$ cat src/hw/sams_pkg.sv
/*
 * Constants, field positions and types shared by the scanning converter
 * sequencer top and its self-checking bench.
 * Assumes a single 250 MHz system clock; all times are turned into cycles.
 */
package sams_pkg;
	localparam int CLK_MHZ = 250;
	localparam int NUM_CH = 64;
	localparam int CHAN_NS = 30303;
	localparam int SETTLE_NS = 5000;
	localparam int TRACK_NS = 15000;
	localparam int TRACK_LONG_NS = 28000;
	localparam int CONV_NS = 10000;
	// Least times, rounded up to whole cycles.
	localparam int CHAN_CYC = (CHAN_NS * CLK_MHZ + 999) / 1000;
	localparam int SETTLE_CYC = (SETTLE_NS * CLK_MHZ + 999) / 1000;
	localparam int TRACK_CYC = (TRACK_NS * CLK_MHZ + 999) / 1000;
	localparam int TRACK_LONG_CYC = (TRACK_LONG_NS * CLK_MHZ + 999) / 1000;
	localparam int CONV_CYC = (CONV_NS * CLK_MHZ + 999) / 1000;
	// Register indices on A07..A01.
	localparam logic [6:0] REG_ID = 7'h00;
	localparam logic [6:0] REG_CSR = 7'h01;
	localparam logic [6:0] REG_RESULT = 7'h02;
	localparam logic [6:0] REG_CHAN_BASE = 7'h40;
	// Control and status word fields.
	localparam int CSR_REF_LSB = 0;
	localparam int CSR_MODE_LSB = 2;
	localparam int CSR_MUX_LSB = 5;
	localparam int CSR_START_BIT = 11;
	localparam int CSR_NDR_BIT = 12;
	localparam int CSR_EOS_BIT = 13;
	localparam int CSR_BUSY_BIT = 14;
	localparam int CSR_GDEL_BIT = 15;
	localparam logic [15:0] CSR_CTL_MASK = 16'h87ff;
	localparam logic [15:0] CSR_RESET = 16'h0000;
	typedef enum logic [2:0] {
		MODE_AUTO = 3'h0, MODE_RPOLL = 3'h1, MODE_RINT = 3'h2,
		MODE_SPOLL = 3'h3, MODE_SINT = 3'h4, MODE_RES5 = 3'h5,
		MODE_RES6 = 3'h6, MODE_ABIT = 3'h7
	} sams_mode_t;
	typedef enum logic [2:0] {
		SEQ_IDLE = 3'h0, SEQ_SETTLE = 3'h1, SEQ_TRACK = 3'h3,
		SEQ_CONVERT = 3'h2, SEQ_STORE = 3'h6, SEQ_PACE = 3'h7
	} sams_seq_t;
endpackage

$ cat src/hw/sams_sync.sv
/*
 * Three-stage synchroniser for asynchronous pins.
 * Assumes a synchronous-release active-low reset from the top module.
 */
`timescale 1ns/100ps
module sams_sync #(
	parameter int WIDTH = 8
) (
	// Clock and reset.
	input wire logic clk,
	input wire logic rstN,
	// Pins in, filtered copy out.
	input wire logic [WIDTH-1:0] pinIn,
	output logic [WIDTH-1:0] syncOut
);
	logic [WIDTH-1:0] st1_q;
	logic [WIDTH-1:0] st2_q;
	logic [WIDTH-1:0] st3_q;

	// Shift chain; only the second stage reads the first.
	always_ff @(posedge clk or negedge rstN) begin
		if (!rstN) begin
			st1_q <= '0;
			st2_q <= '0;
			st3_q <= '0;
		end else begin
			st1_q <= pinIn;
			st2_q <= st1_q;
			st3_q <= st2_q;
		end
	end

	// A bit changes only once the second and third stages agree.
	always_ff @(posedge clk or negedge rstN) begin
		if (!rstN) begin
			syncOut <= '0;
		end else begin
			for (int i = 0; i < WIDTH; i++) begin
				if (st2_q[i] == st3_q[i]) begin
					syncOut[i] <= st3_q[i];
				end
			end
		end
	end
endmodule // sams_sync

$ cat src/hw/sams_fifo.sv
/*
 * Synchronous FIFO with valid and ready on both sides.
 * Assumes DEPTH is a power of two.
 */
`timescale 1ns/100ps
module sams_fifo #(
	parameter int WIDTH = 19,
	parameter int DEPTH = 16
) (
	// Clock and reset.
	input wire logic clk,
	input wire logic rstN,
	// Fill side.
	input wire logic inValid,
	output logic inReady,
	input wire logic [WIDTH-1:0] inData,
	// Drain side.
	output logic outValid,
	input wire logic outReady,
	output logic [WIDTH-1:0] outData
);
	localparam int AW = $clog2(DEPTH);
	logic [WIDTH-1:0] mem [DEPTH];
	logic [AW:0] wrPtr_q;
	logic [AW:0] rdPtr_q;
	logic push;
	logic pop;

	// Full when pointers differ only in the wrap bit.
	assign inReady = (wrPtr_q[AW] == rdPtr_q[AW]) ||
		(wrPtr_q[AW-1:0] != rdPtr_q[AW-1:0]);
	assign outValid = wrPtr_q != rdPtr_q;
	assign push = inValid && inReady;
	assign pop = outValid && outReady;
	assign outData = mem[rdPtr_q[AW-1:0]];

	// Storage write.
	always_ff @(posedge clk) begin
		if (push) begin
			mem[wrPtr_q[AW-1:0]] <= inData;
		end
	end

	// Pointer update.
	always_ff @(posedge clk or negedge rstN) begin
		if (!rstN) begin
			wrPtr_q <= '0;
			rdPtr_q <= '0;
		end else begin
			if (push) begin
				wrPtr_q <= wrPtr_q + 1'b1;
			end
			if (pop) begin
				rdPtr_q <= rdPtr_q + 1'b1;
			end
		end
	end
endmodule // sams_fifo

$ cat src/hw/sams_top.sv
/*
 * Scanning converter mode sequencer: register slave on the short I/O
 * bus, operating-mode decode, conversion timing, channel result store.
 * Assumes an external board-select comparator, an analog front end
 * driven by the mux and phase outputs, and an interrupter outside.
 */
`timescale 1ns/100ps
module sams_top #(
	parameter int SETTLE_CYC = sams_pkg::SETTLE_CYC,
	parameter int TRACK_CYC = sams_pkg::TRACK_CYC,
	parameter int TRACK_LONG_CYC = sams_pkg::TRACK_LONG_CYC,
	parameter int CONV_CYC = sams_pkg::CONV_CYC,
	parameter int CHAN_CYC = sams_pkg::CHAN_CYC,
	parameter int FIFO_DEPTH = 16,
	parameter logic [15:0] BOARD_ID = 16'h5a00
) (
	// Clock and reset.
	input wire logic clk_sys,
	input wire logic reset_n,
	// Short I/O bus slave.
	input wire logic boardSelect,
	input wire logic [6:0] busAddr,
	input wire logic busWriteN,
	input wire logic busDs0N,
	input wire logic busDs1N,
	input wire logic [15:0] busDataIn,
	output logic [15:0] busDataOut,
	output logic busDataOe,
	output logic busAckOut,
	output logic busAckOe,
	input wire logic iackPassing,
	// Analog front end.
	input wire logic [5:0] scanLengthJumper,
	input wire logic [11:0] adcData,
	output logic [5:0] muxAddr,
	output logic [1:0] refSelect,
	output logic trackEnable,
	output logic convStart,
	// Interrupter requests.
	output logic convIrq,
	output logic scanIrq
);
	localparam int SW = 46;
	localparam int FW = 19;
	logic [1:0] rstPipe_q;
	logic rstN;
	logic [SW-1:0] syncOut;
	logic sel;
	logic [6:0] addrS;
	logic wrNS;
	logic ds0NS;
	logic ds1NS;
	logic [15:0] dinS;
	logic iackS;
	logic [5:0] jumpS;
	logic [11:0] adcS;
	logic ackActive_q;
	logic take;
	logic [15:0] laneMask;
	logic [15:0] csrCtl_q;
	logic [15:0] csrWr;
	logic csrWrite;
	logic startPulse;
	logic modeChange;
	logic [11:0] chanMem [sams_pkg::NUM_CH];
	logic [11:0] result_q;
	logic newData_q;
	logic scanDone_q;
	sams_pkg::sams_mode_t mode;
	logic isAuto;
	logic isSingle;
	logic isRandom;
	sams_pkg::sams_seq_t state_q;
	sams_pkg::sams_seq_t state_d;
	logic [15:0] phaseCnt_q;
	logic [15:0] slotCnt_q;
	logic [5:0] chan_q;
	logic [11:0] sample_q;
	logic phaseDone;
	logic lastChan;
	logic randomDone;
	logic fifoInReady;
	logic fifoOutValid;
	logic [FW-1:0] fifoOut;
	logic drain;

	// Reset released through two flip-flops.
	always_ff @(posedge clk_sys or negedge reset_n) begin
		if (!reset_n) begin
			rstPipe_q <= 2'h0;
		end else begin
			rstPipe_q <= {rstPipe_q[0], 1'b1};
		end
	end
	assign rstN = rstPipe_q[1];

	// Every pin input except clock and reset passes the three-stage synchroniser.
	sams_sync #(
		.WIDTH(SW)
	) u_sync (
		.clk(clk_sys),
		.rstN(rstN),
		.pinIn({boardSelect, busAddr, busWriteN, busDs0N, busDs1N,
			busDataIn, iackPassing, scanLengthJumper, adcData}),
		.syncOut(syncOut)
	);
	assign {sel, addrS, wrNS, ds0NS, ds1NS, dinS, iackS, jumpS,
		adcS} = syncOut;

	// Register read decode, shared by the read path.
	function automatic logic [15:0] regRead(input logic [6:0] idx);
		logic [15:0] v;
		v = 16'h0000;
		if (idx == sams_pkg::REG_ID) begin
			v = BOARD_ID; // Arbitrary identification value.
		end else if (idx == sams_pkg::REG_CSR) begin
			v = csrCtl_q & ~(16'h0001 << sams_pkg::CSR_START_BIT);
			v[sams_pkg::CSR_NDR_BIT] = newData_q;
			v[sams_pkg::CSR_EOS_BIT] = scanDone_q;
			v[sams_pkg::CSR_BUSY_BIT] = state_q != sams_pkg::SEQ_IDLE;
		end else if (idx == sams_pkg::REG_RESULT) begin
			v = {4'h0, result_q};
		end else if (idx >= sams_pkg::REG_CHAN_BASE) begin
			v = {4'h0, chanMem[idx[5:0]]};
		end
		return v;
	endfunction

	// A strobe with board select starts one access
	assign take = sel && (!ds0NS || !ds1NS) && !ackActive_q;
	assign laneMask = {{8{!ds1NS}}, {8{!ds0NS}}};

	// Acknowledge held low until both strobes rise again.
	always_ff @(posedge clk_sys or negedge rstN) begin
		if (!rstN) begin
			ackActive_q <= 1'b0;
			busDataOe <= 1'b0;
		end else if (take) begin
			ackActive_q <= 1'b1;
			busDataOe <= wrNS;
		end else if (ds0NS && ds1NS) begin
			ackActive_q <= 1'b0;
			busDataOe <= 1'b0;
		end
	end
	assign busAckOut = 1'b0;
	assign busAckOe = ackActive_q;

	// Read data captured at the take edge.
	always_ff @(posedge clk_sys or negedge rstN) begin
		if (!rstN) begin
			busDataOut <= 16'h0000;
		end else if (take && wrNS) begin
			busDataOut <= regRead(addrS);
		end
	end

	// Control half of the shared word, merged by byte lane.
	assign csrWrite = take && !wrNS && addrS == sams_pkg::REG_CSR;
	assign csrWr = (csrCtl_q & ~laneMask) | (dinS & laneMask);
	assign startPulse = csrWrite && csrWr[sams_pkg::CSR_START_BIT];
	assign modeChange = csrWrite &&
		csrWr[sams_pkg::CSR_MODE_LSB +: 3] !=
		csrCtl_q[sams_pkg::CSR_MODE_LSB +: 3];
	always_ff @(posedge clk_sys or negedge rstN) begin
		if (!rstN) begin
			csrCtl_q <= sams_pkg::CSR_RESET;
		end else if (csrWrite) begin
			csrCtl_q <= csrWr & sams_pkg::CSR_CTL_MASK;
		end
	end

	// Mode decode from the three mode bits.
	assign mode = sams_pkg::sams_mode_t'(
		csrCtl_q[sams_pkg::CSR_MODE_LSB +: 3]);
	assign isAuto = mode == sams_pkg::MODE_AUTO ||
		mode == sams_pkg::MODE_ABIT;
	assign isSingle = mode == sams_pkg::MODE_SPOLL ||
		mode == sams_pkg::MODE_SINT;
	assign isRandom = mode == sams_pkg::MODE_RPOLL ||
		mode == sams_pkg::MODE_RINT;

	// Phase length depends on the current phase and gain delay.
	always_comb begin
		phaseDone = 1'b0;
		case (state_q)
			sams_pkg::SEQ_SETTLE:
				phaseDone = phaseCnt_q == 16'(SETTLE_CYC - 1);
			sams_pkg::SEQ_TRACK:
				phaseDone = csrCtl_q[sams_pkg::CSR_GDEL_BIT] ?
					phaseCnt_q == 16'(TRACK_LONG_CYC - 1) :
					phaseCnt_q == 16'(TRACK_CYC - 1);
			sams_pkg::SEQ_CONVERT:
				phaseDone = phaseCnt_q == 16'(CONV_CYC - 1);
			default:
				phaseDone = 1'b0;
		endcase
	end
	assign lastChan = chan_q == jumpS;

	// Sequencer next state.
	always_comb begin
		state_d = state_q;
		case (state_q)
			sams_pkg::SEQ_IDLE: begin
				if (isAuto || ((isSingle || isRandom) && startPulse)) begin
					state_d = sams_pkg::SEQ_SETTLE;
				end
			end
			sams_pkg::SEQ_SETTLE: begin
				if (phaseDone) begin
					state_d = sams_pkg::SEQ_TRACK;
				end
			end
			sams_pkg::SEQ_TRACK: begin
				if (phaseDone) begin
					state_d = sams_pkg::SEQ_CONVERT;
				end
			end
			sams_pkg::SEQ_CONVERT: begin
				if (phaseDone) begin
					state_d = sams_pkg::SEQ_STORE;
				end
			end
			sams_pkg::SEQ_STORE: begin
				if (isRandom) begin
					state_d = sams_pkg::SEQ_IDLE;
				end else if (fifoInReady) begin
					if (lastChan && !isAuto) begin
						state_d = sams_pkg::SEQ_IDLE;
					end else begin
						state_d = sams_pkg::SEQ_PACE;
					end
				end
			end
			sams_pkg::SEQ_PACE: begin
				if (!isAuto || slotCnt_q >= 16'(CHAN_CYC - 1)) begin
					state_d = sams_pkg::SEQ_SETTLE;
				end
			end
			default:
				state_d = sams_pkg::SEQ_IDLE;
		endcase
		if (modeChange) begin
			state_d = sams_pkg::SEQ_IDLE;
		end
	end

	// Sequencer state register.
	always_ff @(posedge clk_sys or negedge rstN) begin
		if (!rstN) begin
			state_q <= sams_pkg::SEQ_IDLE;
		end else begin
			state_q <= state_d;
		end
	end

	// Phase timer restarts on every state change.
	always_ff @(posedge clk_sys or negedge rstN) begin
		if (!rstN) begin
			phaseCnt_q <= 16'h0000;
		end else if (state_d != state_q) begin
			phaseCnt_q <= 16'h0000;
		end else begin
			phaseCnt_q <= phaseCnt_q + 16'h0001;
		end
	end

	// Channel slot timer, restarted as each channel starts settling.
	always_ff @(posedge clk_sys or negedge rstN) begin
		if (!rstN) begin
			slotCnt_q <= 16'h0000;
		end else if (state_d == sams_pkg::SEQ_SETTLE &&
			state_q != sams_pkg::SEQ_SETTLE) begin
			slotCnt_q <= 16'h0000;
		end else if (slotCnt_q != 16'hffff) begin
			slotCnt_q <= slotCnt_q + 16'h0001;
		end
	end

	// Channel counter: host choice in random modes, else ascending.
	always_ff @(posedge clk_sys or negedge rstN) begin
		if (!rstN) begin
			chan_q <= 6'h00;
		end else if (state_q == sams_pkg::SEQ_IDLE &&
			state_d == sams_pkg::SEQ_SETTLE) begin
			chan_q <= isRandom ?
				csrCtl_q[sams_pkg::CSR_MUX_LSB +: 6] : 6'h00;
		end else if (state_q == sams_pkg::SEQ_PACE &&
			state_d == sams_pkg::SEQ_SETTLE) begin
			chan_q <= lastChan ? 6'h00 : chan_q + 6'h01;
		end
	end

	// Converter sample taken as the convert phase ends.
	always_ff @(posedge clk_sys or negedge rstN) begin
		if (!rstN) begin
			sample_q <= 12'h000;
		end else if (state_q == sams_pkg::SEQ_CONVERT && phaseDone) begin
			sample_q <= adcS;
		end
	end

	// Front-end controls follow the sequencer phase.
	assign muxAddr = chan_q;
	assign trackEnable = state_q == sams_pkg::SEQ_TRACK;
	assign convStart = state_q == sams_pkg::SEQ_CONVERT &&
		phaseCnt_q == 16'h0000;
	assign refSelect = (mode == sams_pkg::MODE_ABIT && chan_q == 6'h00) ?
		csrCtl_q[sams_pkg::CSR_REF_LSB +: 2] : 2'h0;

	// Random result and new-data flag; a set wins over the read clear.
	assign randomDone = state_q == sams_pkg::SEQ_STORE && isRandom;
	always_ff @(posedge clk_sys or negedge rstN) begin
		if (!rstN) begin
			result_q <= 12'h000;
			newData_q <= 1'b0;
		end else if (randomDone) begin
			result_q <= sample_q;
			newData_q <= 1'b1;
		end else if (take && wrNS && addrS == sams_pkg::REG_RESULT) begin
			newData_q <= 1'b0;
		end
	end

	// Scan results queue for the channel store.
	sams_fifo #(
		.WIDTH(FW),
		.DEPTH(FIFO_DEPTH)
	) u_fifo (
		.clk(clk_sys),
		.rstN(rstN),
		.inValid(state_q == sams_pkg::SEQ_STORE && !isRandom),
		.inReady(fifoInReady),
		.inData({lastChan && isSingle, chan_q, sample_q}),
		.outValid(fifoOutValid),
		.outReady(!iackS),
		.outData(fifoOut)
	);
	assign drain = fifoOutValid && !iackS;

	// Channel store write.
	always_ff @(posedge clk_sys) begin
		if (drain) begin
			chanMem[fifoOut[17:12]] <= fifoOut[11:0];
		end
	end

	// End-of-scan flag; setting on the last store wins over clearing.
	always_ff @(posedge clk_sys or negedge rstN) begin
		if (!rstN) begin
			scanDone_q <= 1'b0;
		end else if (drain && fifoOut[18]) begin
			scanDone_q <= 1'b1;
		end else if (isSingle && startPulse &&
			state_q == sams_pkg::SEQ_IDLE) begin
			scanDone_q <= 1'b0;
		end
	end

	// Interrupt requests, one cycle each, never in reserved modes.
	always_ff @(posedge clk_sys or negedge rstN) begin
		if (!rstN) begin
			convIrq <= 1'b0;
			scanIrq <= 1'b0;
		end else begin
			convIrq <= randomDone && mode == sams_pkg::MODE_RINT;
			scanIrq <= drain && fifoOut[18] &&
				mode == sams_pkg::MODE_SINT;
		end
	end
endmodule // sams_top

$ cat config.mk
export PLATFORM = sky130hd
export DESIGN_NAME = sams_top
export DESIGN_NICKNAME = d
export VERILOG_FILES = /design/src/hw/sams_pkg.sv /design/src/hw/sams_sync.sv /design/src/hw/sams_fifo.sv /design/src/hw/sams_top.sv
export SDC_FILE = /design/constraint.sdc
export NUM_CORES = 2
export LEC_CHECK = 0
export ABC_AREA = 1
export BUFFER_PORTS_ARGS = -buffer_cell sky130_fd_sc_hd__buf_4
export CORE_MARGIN = 3
export CORE_UTILIZATION = 55
export DETAILED_ROUTE_END_ITERATION = 8
export PLACE_DENSITY = 0.68
export SLEW_MARGIN = 5
export SYNTH_ARGS = -nofsm -noshare
export SYNTH_HDL_FRONTEND = slang
export SYNTH_HIERARCHICAL = 1
export SYNTH_SLANG_ARGS = --single-unit
export TNS_END_PERCENT = 20
$ cat constraint.sdc
create_clock -name clk_sys -period 10.78 [get_ports clk_sys]
set_input_delay 2.156 -clock clk_sys [delete_from_list [all_inputs] [get_ports clk_sys]]
set_output_delay 2.156 -clock clk_sys [all_outputs]
set_load 0.02 [all_outputs]
======== Word level (Yosys, flattened, before mapping) ========
Memories as Yosys holds them, arrays and structs flattened.
Cells that the tools add are included.
storage, ports and cells
  bits of input ports ..................... 48
  memories kept ........................... 2
  output and inout bits ................... 31
  bits in registers ....................... 295
  RAM bits ................................ 1,072
  word-level logic and storage cells ...... 238
operators by class
  bitwise operators ....................... 4
  reductions and logical operators ........ 53
  add/subtract/negate cells ............... 5
  equality and inequality tests ........... 71
  muxes and demuxes ....................... 35
  magnitude comparators ................... 2
memory list
  name        depth  width  rd ports  clocked after memory_dff  write ports  RTL line         RTL
  chanMem     64     12     1         0                         1            sams_top.sv:65   logic [11:0] chanMem [sams_pkg::NUM_CH];
  u_fifo.mem  16     19     1         0                         1            sams_fifo.sv:23  logic [WIDTH-1:0] mem [DEPTH];
operators with widths
  operator                                                              count
  2-to-1 mux 16 bit                                                     5
  equality test 1 bit                                                   47
  adder 16 x 1 -> 16 bit (second input constant)                        2
  bitwise AND 16 bit                                                    2
  equality test 16 x 12 -> 1 bit (second input constant)                2
  logical AND 1 bit                                                     27
  2-to-1 mux 3 bit                                                      9
  2-to-1 mux 12 bit                                                     2
  2-to-1 mux 6 bit                                                      4
  one-hot mux 3 bit (6 select lines)                                    1
  equality test 16 x 11 -> 1 bit (second input constant)                1
  equality test 16 x 13 -> 1 bit (second input constant)                1
  greater-or-equal comparator 16 x 13 -> 1 bit (second input constant)  1
  logical NOT 16 bit                                                    1
  != test 16 bit (second input constant)                                1
  inverter 16 bit                                                       1
  bitwise OR 16 bit                                                     1
  equality test 3 x 2 -> 1 bit (second input constant)                  4
  equality test 3 bit (second input constant)                           4
  2-to-1 mux 1 bit                                                      12
  adder 5 x 1 -> 5 bit (second input constant)                          2
  nonzero test 2 bit                                                    5
  equality test 3 x 1 -> 1 bit (second input constant)                  3
  logical OR 1 bit                                                      8
  16 further kinds                                                      24

======== Logic depth before layout (Yosys ltp) ========
  depth in word-level cells ............... 16
  depth in mapped cells ................... 19
  mapped depth without buffers ............ 18

======== Modules after synthesis ========
The synthesis kept the hierarchy.
modules (own cells, without submodules)
  module     times used  area an instance (µm²)  seq. area each (µm²)  cells each
  sams_top   1           35,325.1                25,589.5              2,809
  sams_fifo  1           13,032.5                9,379.0               1,158
  sams_sync  1           5,352.6                 4,604.4               368

======== Worst setup path before layout ========
No wires, ideal clock.
  path type ............................... register to output
  start ................................... reg state_q[0]
  end ..................................... out convStart
  buffers on the path ..................... 2
  data arrival time ....................... 1,520 ps
  setup slack ............................. 7,104 ps
  cell stages (with the launch flop) ...... 6
  cell sequence ........................... dfrtp_1 -> buf_6 -> inv_4 -> nand3_2 -> buf_6 -> nor4_1
on the way
  longest elaborated chain between the ends .. 2
ends and longest elaborated chain
  item                          RTL line         RTL
  start: declaration            sams_top.sv:73   sams_pkg::sams_seq_t state_q;
  start signal: assignment      sams_top.sv:252  state_q <= sams_pkg::SEQ_IDLE;
  start signal: assignment      sams_top.sv:254  state_q <= state_d;
  equality test 3 x 2 -> 1 bit  sams_top.sv:307  assign convStart = state_q == sams_pkg::SEQ_CONVERT &&
  logical AND 1 bit             sams_top.sv:307
  end: declaration              sams_top.sv:38   output logic convStart,
No other way between the ends.

======== Final worst setup path ========
  start ................................... reg u_fifo.rdPtr_q[0]
  end ..................................... mem chanMem[27][2], enable pin
RTL lines
  item                       RTL line         RTL
  start: declaration         sams_fifo.sv:25  logic [AW:0] rdPtr_q;
  start signal: assignment   sams_fifo.sv:54  rdPtr_q <= rdPtr_q + 1'b1;
  memory read (16 x 19 bit)  n/a
  net fifoOut[12]            sams_top.sv:84   logic [FW-1:0] fifoOut;
  end: declaration           sams_top.sv:65
The timed path passes the listed nets, and every way through them passes these cells.

==> results_dict.tcl <==
set metrics [dict create \
    status "completed" \
    finalCriticalPeriod_ps 5050 \
    path_delay_family "simple AND/OR/NAND/NOR gates" \
    initial_core_util_pct 55.8 \
    htree_levels 4 \
    period_share_pct 46.9 \
    p_sw_w 0.00267 \
    drv_cap 0 \
    cts_resized 0 \
    combPwrFrac_pct 8.4 \
    crit_start "u_fifo/rdPtr_q[0]" \
    slowest_delay_ps 1280 \
    cp_cell_sequence "inv_4 > buf_4 > nand2_1 > nand2_1 > nand2_1 > o21ai_1 > nand2_1 > nand2_1 > inv_1 > nand2_1 > nand4_1 > nor2_1" \
    crit_type "reg2reg" \
    critPathLaunchType "flop" \
    syn_inst 4311 \
    grt_setup_unrepaired "no" \
    nNetsFinal 4454 \
    grt_pass1_wl_um 193000 \
    grt_pass1_vias 32500 \
    drive_gt1_share_pct 10.3 \
    setup-tns-final_ps 0 \
    n_antenna_cell 0 \
    grt.total_usage_pct 25.0 \
    fmax_ghz 0.198 \
    die_w_um 317 \
    synth_warnings 6 \
    syn_nets 4369 \
    p_clk_share_pct 40.5 \
    root_buffer "clkbuf_16" \
    vias 33400 \
    setup_ws_ps 5730 \
    cts_max_path_buffers 3 \
    core_um2 95600 \
    crit_top_cell "nand2_1" \
    finalHoldViolations 0 \
    grt_max_degree 159 \
    gp_congestion 0.855 \
    reg2reg_from "u_fifo/rdPtr_q[0]" \
    p_leak_nw 18.9 \
    post_cts_buffers 0 \
    clock_latency_ps 740 \
    crit_buf_inv 3 \
    die-area_um2 101000 \
    cts_tree "done" \
    slew_headroom_pct 15.9 \
    antenna_found_initial 1 \
    switching_share_pct 23.4 \
    syn_avg_cell_area_um2 12.4 \
    max_slew.worst_pin.slew_ps 1260 \
    gr-total-overflow 0 \
    setup_viol 0 \
    finalPower_w 0.0114 \
    cp.arrival_ps 5390 \
    wire_per_inst_um 22.0 \
    worst_path_max_delay_cell "nor2_1" \
    slew_viol_final 0 \
    hold_start "u_sync/st1_q[44]" \
    wl_um 127000 \
    cp_max_fo 59 \
    viasPerCell 5.79 \
    hold_path_class "reg2reg" \
    route.detailed.drc 0 \
    cts.sinks 1355 \
    p_per_area_nw_per_um2 191 \
    ir_drop_mv 0.157 \
    dp_hpwl_um 71200 \
    synth_area_um2 53400 \
    p_int_w 0.00871 \
    ff2ff_setup_slack_ps 5730 \
    cts_buffers 138 \
    first_iter_violations 3651 \
    ios 79 \
    crit_required_ps 11120 \
    clock_skew_ps 28.5 \
    die_y_um 317 \
    pre_cts_ws_ps 5810 \
    end_kind "flop" \
    holdBufCountCts 0 \
    area_growth_pct 11.8 \
    rows 113 \
    p_seq_share_pct 51.1 \
    drt_first_pass_iters 5 \
    clk_pin_slew_ps 60 \
    final_antenna_net_count 0 \
    io_buffers 74 \
]
power by group through the flow:
stage | Combinational [W] | Sequential, W | Clock, W
2_1_floorplan | 0.000561 | 0.00593 | 0
3_3_place_gp | 0.000937 | 0.00591 | 0
3_5_place_dp | 0.000954 | 0.00592 | 0
4_1_cts | 0.000959 | 0.00581 | 0.00467
5_1_grt | 0.00106 | 0.00582 | 0.00488
6_report | 0.000960 | 0.00581 | 0.00460
final timing paths:
kind,cells after the start,end
setup / recovery,12,chanMem[27][2]
hold / removal,0,u_sync/st2_q[44]
setup reg to reg,12,chanMem[27][2]
hold reg to reg,0,u_sync/st2_q[44]
max in group asynchronous,2,u_sync/syncOut[38]
min in group asynchronous,0,u_sync/st1_q[21]
per-stage QoR:
stage          std cells  hold slack, ps  utilization, %  area [um2]
2_1_floorplan       4311             331               -       53400
3_3_place_gp        5521             332            57.8       55300
3_5_place_dp        5521             335            57.8       55300
4_1_cts             5765             347            62.4       59600
5_1_grt             5765             351            62.4       59600
6_report            5765             343            62.4       59600
layout make-up:
type | count | area (um2)
Tap cell | 1265 | 1580
Fill cell | 7230 | 35900
Sequential cell | 1355 | 39300
Inverter | 219 | 832
Multi-Input combinational cell | 2521 | 12300
Clock inverter | 53 | 472
Clock buffer | 191 | 3920
Timing Repair Buffer | 161 | 1250
per-layer routing:
metal,vias up,track usage [%],share of wire [%]
li1,15400,-,-
met1,16400,34.2,40
met2,1312,40.1,48
met3,257,4.35,7.5
met4,0,10.3,3.9
met5,-,0,0
cell usage in the layout (no fill, tap or decap), types with 18 or more instances in the layout:
cell,n
o21ai_0,469
dfrtp_1,276
nand3_1,177
a221oi_1,74
mux2_2,26
nand2_2,18
nand4_1,28
a22oi_1,79
nor2_1,593
o211ai_1,62
clkbuf_16,148
edfxtp_1,1072
a21oi_1,107
inv_1,204
o21a_1,19
nor2_2,21
clkbuf_1,38
nand2_1,734
buf_4,158
clkinv_1,23
registers in the layout, summed over array words and instances, names as in the netlist, 12 cells and up, named ones only:
signal,count
u_sync/st1_q,43
phaseCnt_q,16
slotCnt_q,16
u_sync/syncOut,43
u_sync/st2_q,43
chanMem,768
u_fifo/mem,304
result_q,12
busDataOut,16
sample_q,12
u_sync/st3_q,43
No activity file was read; power rests on OpenSTA's default activity.
